`src/rtl/video_alpha_mixer_map.svh`:
```
// Summary of operation
// - every register steps on the master clock rising edge; delay setting follows its strobe
// - both 12-bit video inputs are captured on every rising clock edge
// - result is first times weight plus second times one minus weight
// - a captured weight above 1.0 is replaced by exactly 1.0
// - weight is unsigned fixed point, bit 11 worth one, each lower bit half
// - weight loads while its enable is high, otherwise the last one is kept
// - format select low means two's complement video, high means unsigned video
// - format and rounding selects travel with the samples captured beside them while the video, format and rounding groups hold one delay
// - summer result shifts left one bit, dropping its top bit, for extra precision
// - rounding adds one below the new LSB, then clears that bit and lower bits
// - the rounded result is held in a 13-bit output register driving the output
// - output enable is high while its drive control is low, low while it is high
// - a 15-bit delay setting holds five 3-bit groups, one per delayed signal
// - each group adds zero to seven extra pipeline stages, its binary value
// - group at setting bits 5 to 3 delays the second video input
// - setting shifts in serially, bit 0 first, sampled on strobe rising edges
// - skip high forces the delay setting to zero; low lets serial loads through
`ifndef VIDEO_ALPHA_MIXER_MAP_SVH
`define VIDEO_ALPHA_MIXER_MAP_SVH

`define DATA_W            12
`define WEIGHT_W          12
`define OUT_W             13
`define PROD_W            26
`define SUM_W             27
`define ADJ_MSB           22
`define ADJ_LSB           10
`define WEIGHT_ONE        12'h0800
`define DELAY_SETTING_W   15
`define DELAY_SETTING_RST 15'h0000
`define DELAY_GROUP_W     3
`define DELAY_GROUPS      5
`define DELAY_MAX_STAGES  7
`define SECOND_VIDEO_GROUP 3'h1
`define ROUND_TO_8        2'h0
`define ROUND_TO_10       2'h1
`define ROUND_TO_12       2'h2
`define ROUND_TO_13       2'h3
`define SIG_FIRST_VIDEO   0
`define SIG_SECOND_VIDEO  1
`define SIG_WEIGHT        2
`define SIG_FORMAT        3
`define SIG_ROUND         4
// group index per signal, signal 0 in the low three bits
`define GROUP_MAP_DEFAULT 15'h4688

`endif

```
`src/rtl/video_alpha_mixer_pkg.sv`:
```
`include "video_alpha_mixer_map.svh"

package video_alpha_mixer_pkg;

  typedef logic [`DELAY_GROUPS-1:0][`DELAY_GROUP_W-1:0] group_map_t;

  typedef struct packed {
    logic        [`DATA_W-1:0]   first_reg;
    logic        [`DATA_W-1:0]   second_reg;
    logic        [`WEIGHT_W-1:0] weight_reg;
    logic                        format_n_reg;
    logic        [1:0]           round_reg;
    logic signed [`PROD_W-1:0]   prod_first_reg;
    logic signed [`PROD_W-1:0]   prod_second_reg;
    logic        [1:0]           round_pipe_reg;
    logic        [`OUT_W-1:0]    mixed_reg;
  } mix_state_t;

  typedef struct packed {
    logic [`DELAY_SETTING_W-1:0] setting_reg;
    logic                        strobe_prev_reg;
  } loader_state_t;

endpackage

```
`src/rtl/delay_cfg_if.sv`:
```
`timescale 1ns/1ps
`include "video_alpha_mixer_map.svh"

interface delay_cfg_if;
  logic [`DELAY_SETTING_W-1:0] setting;

  modport provider (output setting);
  modport consumer (input setting);
endinterface

```
`src/rtl/variable_delay.sv`:
```
`timescale 1ns/1ps
`include "video_alpha_mixer_map.svh"

module variable_delay #(
  parameter int WIDTH      = `DATA_W,
  parameter int MAX_STAGES = `DELAY_MAX_STAGES
) (
  input  wire logic                     clk_in,
  input  wire logic                     reset_n_in,
  input  wire logic [WIDTH-1:0]         data_in,
  input  wire logic [`DELAY_GROUP_W-1:0] stages_in,
  output logic      [WIDTH-1:0]         data_out
);

  typedef struct packed {
    logic [MAX_STAGES-1:0][WIDTH-1:0] tap;
  } delay_state_t;

  delay_state_t state_reg;
  delay_state_t state_next;

  if (MAX_STAGES < 1 || MAX_STAGES >= (1 << `DELAY_GROUP_W) || WIDTH < 1) begin : g_bad_param
    $error("variable_delay: stage count or width out of range");
  end

  always_comb begin
    state_next = state_reg;
    state_next.tap[0] = data_in;
    for (int i = 1; i < MAX_STAGES; i++) begin
      state_next.tap[i] = state_reg.tap[i-1];
    end
  end

  always_ff @(posedge clk_in or negedge reset_n_in) begin
    if (!reset_n_in) begin
      state_reg <= '0;
    end else begin
      state_reg <= state_next;
    end
  end

  // zero stages passes straight through, n stages picks tap n-1
  always_comb begin
    if (stages_in == '0 || 32'(stages_in) > MAX_STAGES) begin
      data_out = data_in;
    end else begin
      data_out = state_reg.tap[stages_in - 1'b1];
    end
  end

endmodule

```
`src/rtl/delay_setting_loader.sv`:
```
`timescale 1ns/1ps
`include "video_alpha_mixer_map.svh"

module delay_setting_loader
  import video_alpha_mixer_pkg::*;
(
  input  wire logic clk_in,
  input  wire logic reset_n_in,
  input  wire logic serial_in,
  input  wire logic strobe_in,
  input  wire logic skip_in,
  delay_cfg_if.provider cfg
);

  loader_state_t state_reg;
  loader_state_t state_next;

  always_comb begin
    state_next = state_reg;
    state_next.strobe_prev_reg = strobe_in;
    if (skip_in) begin
      // skip wins over a load arriving in the same cycle
      state_next.setting_reg = `DELAY_SETTING_RST;
    end else if (strobe_in && !state_reg.strobe_prev_reg) begin
      // shift right so the first bit sent ends at bit 0
      state_next.setting_reg = {serial_in, state_reg.setting_reg[`DELAY_SETTING_W-1:1]};
    end
  end

  always_ff @(posedge clk_in or negedge reset_n_in) begin
    if (!reset_n_in) begin
      state_reg <= '0;
    end else begin
      state_reg <= state_next;
    end
  end

  assign cfg.setting = state_reg.setting_reg;

endmodule

```
`src/rtl/video_alpha_mixer.sv`:
```
`timescale 1ns/1ps
`include "video_alpha_mixer_map.svh"

module video_alpha_mixer #(
  parameter video_alpha_mixer_pkg::group_map_t GROUP_MAP = `GROUP_MAP_DEFAULT
) (
  input  wire logic                   CLK_IN,
  input  wire logic                   RESET_N_IN,
  input  wire logic [`DATA_W-1:0]     FIRST_VIDEO_IN,
  input  wire logic [`DATA_W-1:0]     SECOND_VIDEO_IN,
  input  wire logic [`WEIGHT_W-1:0]   MIX_WEIGHT_IN,
  input  wire logic                   WEIGHT_LOAD_EN_IN,
  input  wire logic                   SIGNED_SELECT_N_IN,
  input  wire logic [1:0]             ROUND_SELECT_IN,
  input  wire logic                   OUT_DRIVE_N_IN,
  input  wire logic                   DELAY_SERIAL_IN,
  input  wire logic                   DELAY_LOAD_STROBE_IN,
  input  wire logic                   DELAY_SKIP_IN,
  output logic      [`OUT_W-1:0]      MIXED_OUT,
  output logic                        MIXED_OE_OUT
);

  import video_alpha_mixer_pkg::*;

  // the group for the second video input is fixed; the others may be
  // rearranged, but each group may serve only one signal
  for (genvar s = 0; s < `DELAY_GROUPS; s++) begin : g_map_check
    if (GROUP_MAP[s] >= `DELAY_GROUPS) begin : g_range
      $error("video_alpha_mixer: group index out of range");
    end
    for (genvar t = s + 1; t < `DELAY_GROUPS; t++) begin : g_unique
      if (GROUP_MAP[s] == GROUP_MAP[t]) begin : g_dup
        $error("video_alpha_mixer: two signals share one delay group");
      end
    end
  end
  if (GROUP_MAP[`SIG_SECOND_VIDEO] != `SECOND_VIDEO_GROUP) begin : g_second_check
    $error("video_alpha_mixer: second video must use group 1");
  end

  mix_state_t state_reg;
  mix_state_t state_next;

  delay_cfg_if cfg_bus ();

  delay_setting_loader u_loader (
    .clk_in     (CLK_IN),
    .reset_n_in (RESET_N_IN),
    .serial_in  (DELAY_SERIAL_IN),
    .strobe_in  (DELAY_LOAD_STROBE_IN),
    .skip_in    (DELAY_SKIP_IN),
    .cfg        (cfg_bus.provider)
  );

  // every signal, narrow ones zero padded, passes its own delay line
  logic [`DELAY_GROUPS-1:0][`DATA_W-1:0] chan_in;
  logic [`DELAY_GROUPS-1:0][`DATA_W-1:0] chan_out;

  always_comb begin
    chan_in                    = '0;
    chan_in[`SIG_FIRST_VIDEO]  = state_reg.first_reg;
    chan_in[`SIG_SECOND_VIDEO] = state_reg.second_reg;
    chan_in[`SIG_WEIGHT]       = state_reg.weight_reg;
    chan_in[`SIG_FORMAT][0]    = state_reg.format_n_reg;
    chan_in[`SIG_ROUND][1:0]   = state_reg.round_reg;
  end

  for (genvar s = 0; s < `DELAY_GROUPS; s++) begin : g_delay
    logic [`DELAY_GROUP_W-1:0] stages;

    // a group selects its 3-bit field of the setting
    assign stages = cfg_bus.setting[GROUP_MAP[s]*`DELAY_GROUP_W +: `DELAY_GROUP_W];

    variable_delay #(
      .WIDTH      (`DATA_W),
      .MAX_STAGES (`DELAY_MAX_STAGES)
    ) u_delay (
      .clk_in     (CLK_IN),
      .reset_n_in (RESET_N_IN),
      .data_in    (chan_in[s]),
      .stages_in  (stages),
      .data_out   (chan_out[s])
    );
  end

  logic [`DATA_W-1:0]   first_dly;
  logic [`DATA_W-1:0]   second_dly;
  logic [`WEIGHT_W-1:0] weight_dly;
  logic                 format_n_dly;
  logic [1:0]           round_dly;

  assign first_dly    = chan_out[`SIG_FIRST_VIDEO];
  assign second_dly   = chan_out[`SIG_SECOND_VIDEO];
  assign weight_dly   = chan_out[`SIG_WEIGHT];
  assign format_n_dly = chan_out[`SIG_FORMAT][0];
  assign round_dly    = chan_out[`SIG_ROUND][1:0];

  // widen a sample to 13 bits; both inputs follow the same format bit
  function automatic logic signed [`DATA_W:0] widen(input logic [`DATA_W-1:0] v,
                                                     input logic             unsigned_n);
    if (unsigned_n) begin
      widen = {1'b0, v};
    end else begin
      widen = {v[`DATA_W-1], v};
    end
  endfunction

  // values above 1.0 are pinned to exactly 1.0 so one minus weight stays >= 0
  function automatic logic [`WEIGHT_W-1:0] clamp_weight(input logic [`WEIGHT_W-1:0] w);
    if (w > `WEIGHT_ONE) begin
      clamp_weight = `WEIGHT_ONE;
    end else begin
      clamp_weight = w;
    end
  endfunction

  // half an output LSB is added, then the dropped bits are cleared;
  // the add wraps at full scale, the caller must leave headroom there
  function automatic logic [`OUT_W-1:0] round_result(input logic [`OUT_W-1:0] v,
                                                     input logic [1:0]        mode);
    case (mode)
      `ROUND_TO_8: begin
        round_result = (v + `OUT_W'h0010) & ~`OUT_W'h001F;
      end
      `ROUND_TO_10: begin
        round_result = (v + `OUT_W'h0004) & ~`OUT_W'h0007;
      end
      `ROUND_TO_12: begin
        round_result = (v + `OUT_W'h0001) & ~`OUT_W'h0001;
      end
      `ROUND_TO_13: begin
        round_result = v;
      end
      default: begin
        round_result = v;
      end
    endcase
  endfunction

  logic signed [`DATA_W:0]   first_wide;
  logic signed [`DATA_W:0]   second_wide;
  logic signed [`WEIGHT_W:0] weight_wide;
  logic signed [`WEIGHT_W:0] weight_rest;
  logic signed [`SUM_W-1:0]  sum;
  logic        [`OUT_W-1:0]  adjusted;

  always_comb begin
    first_wide  = widen(first_dly, format_n_dly);
    second_wide = widen(second_dly, format_n_dly);
    // bit 11 of the weight is worth one, so 1.0 is the value 0x800
    weight_wide = $signed({1'b0, weight_dly});
    weight_rest = $signed({1'b0, `WEIGHT_W'(`WEIGHT_ONE - weight_dly)});
    sum = `SUM_W'(state_reg.prod_first_reg) + `SUM_W'(state_reg.prod_second_reg);
    // top summer bit only carries sign extension since weight never exceeds one
    adjusted = sum[`ADJ_MSB:`ADJ_LSB];
  end

  always_comb begin
    state_next = state_reg;

    // input stage
    state_next.first_reg    = FIRST_VIDEO_IN;
    state_next.second_reg   = SECOND_VIDEO_IN;
    state_next.format_n_reg = SIGNED_SELECT_N_IN;
    state_next.round_reg    = ROUND_SELECT_IN;
    if (WEIGHT_LOAD_EN_IN) begin
      state_next.weight_reg = clamp_weight(MIX_WEIGHT_IN);
    end

    // multiply stage, after the programmable delays
    // widen before multiplying so the product is formed at full width
    state_next.prod_first_reg  = `PROD_W'(first_wide) * `PROD_W'(weight_wide);
    state_next.prod_second_reg = `PROD_W'(second_wide) * `PROD_W'(weight_rest);
    state_next.round_pipe_reg  = round_dly;

    // sum, adjust and round into the output register
    state_next.mixed_reg = round_result(adjusted, state_reg.round_pipe_reg);
  end

  // data flops are cleared too, but output is only meaningful after fill
  always_ff @(posedge CLK_IN or negedge RESET_N_IN) begin
    if (!RESET_N_IN) begin
      state_reg <= '0;
    end else begin
      state_reg <= state_next;
    end
  end

  assign MIXED_OUT    = state_reg.mixed_reg;
  // the drive control acts at once, without waiting for a clock edge
  assign MIXED_OE_OUT = ~OUT_DRIVE_N_IN;

endmodule

```
`config.mk`:
```
export PLATFORM = sky130hd
export DESIGN_NAME = video_alpha_mixer
export DESIGN_NICKNAME = d
export VERILOG_FILES = /design/src/rtl/video_alpha_mixer_pkg.sv /design/src/rtl/delay_cfg_if.sv /design/src/rtl/variable_delay.sv /design/src/rtl/delay_setting_loader.sv /design/src/rtl/video_alpha_mixer.sv
export VERILOG_INCLUDE_DIRS = /design/src /design/src/rtl
export SDC_FILE = /design/constraint.sdc
export NUM_CORES = 1
export LEC_CHECK = 0
export BUFFER_PORTS_ARGS = -buffer_cell sky130_fd_sc_hd__buf_2
export CAP_MARGIN = 20
export CORE_UTILIZATION = 60
export CTS_CLUSTER_SIZE = 20
export DETAILED_ROUTE_END_ITERATION = 10
export MAX_ROUTING_LAYER = met4
export PLACE_DENSITY = 0.77
export REMOVE_ABC_BUFFERS = 1
export SETUP_SLACK_MARGIN = 0.5
export SYNTH_ARGS = -nofsm -noshare
export SYNTH_HDL_FRONTEND = slang
export SYNTH_SLANG_ARGS = --single-unit
```
`constraint.sdc`:
```
create_clock -name CLK_IN -period 9.7 [get_ports CLK_IN]
set_clock_uncertainty 0.1 [all_clocks]
set_input_delay 0.97 -clock CLK_IN [delete_from_list [all_inputs] [get_ports CLK_IN]]
set_output_delay 0.97 -clock CLK_IN [all_outputs]
set_load 0.05 [all_outputs]
```
[Word-level counts from Yosys, hierarchy flattened]
Cells that the tools add are included.
Cells by class
  reduce and logical (&&, ||, !) cells: 9
  equality and inequality tests: 3
  $add $sub $neg: 10
  mux-type cells: 21
  $lt $le $gt $ge: 6
  multiply operators: 2
  bitwise logic cells: 1
Operator list (count)
  $bmux 12 s3: 5
  $mux 12: 7
  $pmux 13 s4: 1
  $mul 13x13->23: 2
  $mux 15: 2
  $mux 13: 2
  $add 23x23->23: 1
  $lt 3x4->1 const B: 5
  $logic_not 3->1: 5
  $sub 3x1->3 const B: 5
  $add 13x1->13 const B: 1
  $add 13x3->13 const B: 1
  $add 13x5->13 const B: 1
  $gt 12x12->1 const B: 1
  $sub 12x12->12 const A: 1
  $eq 2x2->1 const B: 2
  $mux 2: 2
  $eq 2x1->1 const B: 1
  $logic_not 2->1: 1
  $mux 1: 2
  $reduce_bool 2->1: 1
  $logic_and 1x1->1: 1
  $logic_not 1->1: 1
  $not 1->1: 1
Storage, ports and cells
  bits in registers: 389
  logic and storage cells: 98
  output and inout port bits: 14

[Depth between registers and ports, before layout]
  depth after elaboration: 6
  gate-level depth with buffers: 40

[By module]
From an unflattened synthesis, not the netlist that was laid out.
Unflattened totals
  cells, all modules: 2554
  area, all modules: 30912.1 µm²
Modules (own cells, without submodules)
  video_alpha_mixer: instances 1, cells each 1608, area an instance 15238.4 µm²
  variable_delay: instances 5, cells each 176, area an instance 2974.1 µm²
  delay_setting_loader: instances 1, cells each 66, area an instance 803.3 µm²

[Worst setup path after synthesis]
OpenSTA, ideal clock, no wires.
  path type: reg2reg
  start point: reg u_loader.state_reg, in the netlist u_loader.cfg.setting[6]
  end point: reg state_reg[37] (netlist bit)
  path slack: 1.173 ns
  library setup time: 0.134 ns
  path buffers: 5
  required time: 9.466 ns
  stages on the path, launching flop included: 37
  data arrival time: 8.294 ns
  path through: dfrtp_1 -> buf_6 -> buf_6 -> inv_1 -> ha_1 -> buf_6 -> mux2_2 -> a221oi_1 -> mux4_2 -> nor2_1 -> clkinv_1 -> clkbuf_1 -> ha_1 -> o221ai_1 -> nor3_1 -> and3_1 -> xor2_1 -> clkbuf_1 -> nand2_1 -> fa_1 -> inv_1 -> fa_1 -> fa_1 -> fa_1 -> inv_1 -> fa_1 -> inv_1 -> ha_1 -> and2_1 -> o21a_1 -> a31oi_1 -> a211oi_1 -> a41o_1 -> o21a_1 -> o21ai_0 -> nand2b_1 -> xnor3_1
RTL lines
  start, declared: RTL line delay_setting_loader.sv:15  | loader_state_t state_reg;
  start signal, assigned: RTL line delay_setting_loader.sv:34  | state_reg <= state_next;
  end signal, assigned: RTL line video_alpha_mixer.sv:185  | state_reg <= state_next;
  end, declared: RTL line video_alpha_mixer.sv:41  | mix_state_t state_reg;

==> flow_summary.yaml <==
global_routing:
  overflow: 0
  grt_pass1_vias: 18556
  grt_first_pass_wirelength_um: 95600
  grt_max_degree: 188
  grt.total_usage_pct: 28.3
  grt_antenna_before_repair: 2
synth:
  synth_cell_types: 78
  synth-edff-count: 0
  synth.yosys.warnings: 0
  syn-cell-area_um2: 26300
  synth_top_area_share_pct: 37.0
  seq_area_frac_synth_pct: 37.0
  postSynthCellCount: 2411
  synth-async-reset-ratio_pct: 100
  netlist_top_cells_area: "dfrtp_1 37%, fa_1 20%, ha_1 6.8%"
  synthFlopType: "dfrtp_1"
  ys_seq_elements: 389
  yosysTopAreaCell: "dfrtp_1"
  syn_area_per_cell_um2: 10.9
floorplanning:
  die_h_um: 211
  ios: 60
  design.die.area_um2: 44600
  die_x_um: 211
  rows: 76
  core-area_um2: 43200
  start_util_pct: 60.9
sta:
  worst_slew_pin_slew_ns: 1.08
  setup_viol: 0
  setup_tns_ns: 0
  report.final.slew_viol_count: 0
  fmax_mhz: 115
  final.period_utilization_pct: 89.4
  period_needed_ns: 8.67
  rsz0062_at_grt: "no"
  timing.slew.headroom_pct: 27.6
  hold_viol: 0
detailed_routing:
  drt_iter0_drc: 1160
  vias: 17250
  routed_wl_um: 56400
  drtPass1Iterations: 6
  avgViaCountPerCell: 5.63
  route.detailed.drc: 0
  antenna_left: 0
  avgRoutedWirePerCell_um: 18.4
worst_setup_path:
  worstPathArrival_ns: 9.05
  reg2reg_from: "u_loader.cfg.setting[6]"
  criticalPathCategory: "reg2reg"
  cp-start-kind: "flip-flop"
  cp.buffers_inverters: 7
  reg2reg_depth: 30
  crit_path_frequent_cell: "inv_1"
  cp_max_fo: 13
  crit_family: "adder cells"
  r2r-end: "state_reg[36]"
  r2r_slack_ns: 1.03
  cp.required_ns: 10.09
  end_kind: "flip-flop"
  slowest_delay_ns: 0.55
  cp_slowest_cell: "ha_1"
power_and_ir_drop:
  leakage_nw: 13.6
  finalPower_w: 0.00978
  cellPowerDensity_nw_per_um2: 342
  peakVddDrop_mv: 0.579
clock_tree:
  cts_tree: "yes"
  insertion_delay_ns: 0.58
  numClockSinks: 389
  clk_pin_slew_ns: 0.06
  ctsHtreeMaxLevel: 2
  cts_buffer_depth: 3
  root_buffer: "clkbuf_16"
  numCtsBuffers: 40
hold_path:
  min_delay_path_depth: 0
  hold_end: "g_delay[2].u_delay.state_next[57]"
  hold_path_startpoint: "g_delay[2].u_delay.state_next[45]"
  hold_path_class: "reg2reg"
cells_and_area:
  area_delta_synth_final_pct: 8.66
  largest_reg_flops: 234
  drive_gt1_share_pct: 11.6
  finalNonFillerCells: 3063
  postLayoutCoreUtil_pct: 66.1
  final_cell_mix: "389 x dfrtp_1, 368 x inv_1, 268 x fa_1"
  nNetsFinal: 2904
  final_common_cell: "dfrtp_1"
  nFillCells: 3340
placement:
  gp_congestion: 0.932
  portBuffers: 59
  dp_hpwl_um: 42300
  dp.cells: 2989
status:
  status: "completed"
run:
  drv_cap: 0
==> routing by layer <==
layer  global-route usage, %  vias to the layer above  share of wire, %
li1                        -                     7835                 -
met1                    36.7                     8873                43
met2                    46.6                      441                49
met3                    3.24                      101               4.5
met4                    9.42                        0               2.8
met5                       -                        -                 0
==> worst reg2reg max path, delay by kind of cell, from the launching register on <==
kind                       cells  cell delay (ns)
AOI/OAI and AO/OA              9             2.59
DFF                            1             0.34
xor gates and xnor gates       1             0.16
muxes                          1             0.49
buffers and inverters          7             0.70
adders and majority gates      8             3.34
and+or+nand+nor                4             0.89
==> how the worst max path moves through the flow <==
stage,from,endpoint,slack (ns),depth (start not counted)
6_report,u_loader.cfg.setting[6],state_reg[36],1.03,30
5_1_grt,u_loader.cfg.setting[6],state_reg[37],0.57,33
4_1_cts,u_loader.cfg.setting[6],state_reg[37],0.70,28
3_5_place_dp,u_loader.cfg.setting[6],state_reg[37],0.73,28
3_3_place_gp,u_loader.cfg.setting[6],state_reg[37],1.04,34
2_1_floorplan,u_loader.cfg.setting[6],state_reg[37],-0.52,31
==> timing repair <==
action,CTS,global route
hold buffers,0,0
buffers inserted,0,0
hold endpoints to repair,0,0
resized for setup,0,7
endpoints found under the setup margin,0,4
==> synthesized netlist by cell type (3+ instances only) <==
cell type	count
or2_2	21
nor2_1	196
a221oi_1	7
nor4_1	3
buf_4	15
nand3_1	16
o2bb2ai_1	4
and2_1	13
buf_6	5
o21ai_0	65
o21bai_1	5
a22o_1	12
xnor2_1	55
buf_1	14
nor2b_1	47
dfrtp_1	389
ha_1	143
mux4_2	43
and4_1	5
o41ai_1	3
a31oi_1	18
nand2_1	194
or3_1	14
nand3b_1	6
mux2_2	28
mux2i_1	51
nor3_1	24
o211ai_1	18
a21oi_1	72
and3_1	12
fa_1	268
o22ai_1	6
inv_1	368
nand2b_1	62
a31o_2	14
nand4_1	5
buf_2	5
a211oi_1	8
a21o_1	14
xor2_1	24
clkbuf_1	70
o31a_1	3
a22oi_1	10
o21a_1	13
==> kinds of logic after synthesis <==
| family | share of synthesized area [%] |
|---|---|
| mux | 6.87 |
| xor+xnor | 2.78 |
| compound gates | 7.61 |
| simple gates | 11.2 |
| buf+inv | 7.22 |
| flops | 37.0 |
| fa+ha+maj | 27.2 |
==> power by group <==
part | internal (W) | switching, W
Sequential | 0.00191 | 0.0000935
Combinational | 0.00261 | 0.00358
Clock | 0.000924 | 0.000656
Total | 0.00545 | 0.00433
==> metrics by stage <==
step                cell area, um2  hold slack [ns]  setup slack [ns]
finish                       28600            0.264              1.03
global route                 28500            0.278             0.573
CTS                          28500            0.260             0.700
detailed placement           27100            0.255             0.735
global placement             27100            0.251              1.04
floorplan                    25800            0.249            -0.525
==> cell type report <==
class                           instances  area (um2)  area share, %
Clock inverter                         14         198          0.692
Inverter                              370        1390           4.86
Antenna cell                            1        2.50        0.00876
Clock buffer                           58        1160           4.06
Tap cell                              585         732           2.56
Timing Repair Buffer                  103         672           2.35
Sequential cell                       389        9730           34.1
Multi-Input combinational cell       1543       14700           51.4
Note: power is estimated with default switching activity, not from simulation.
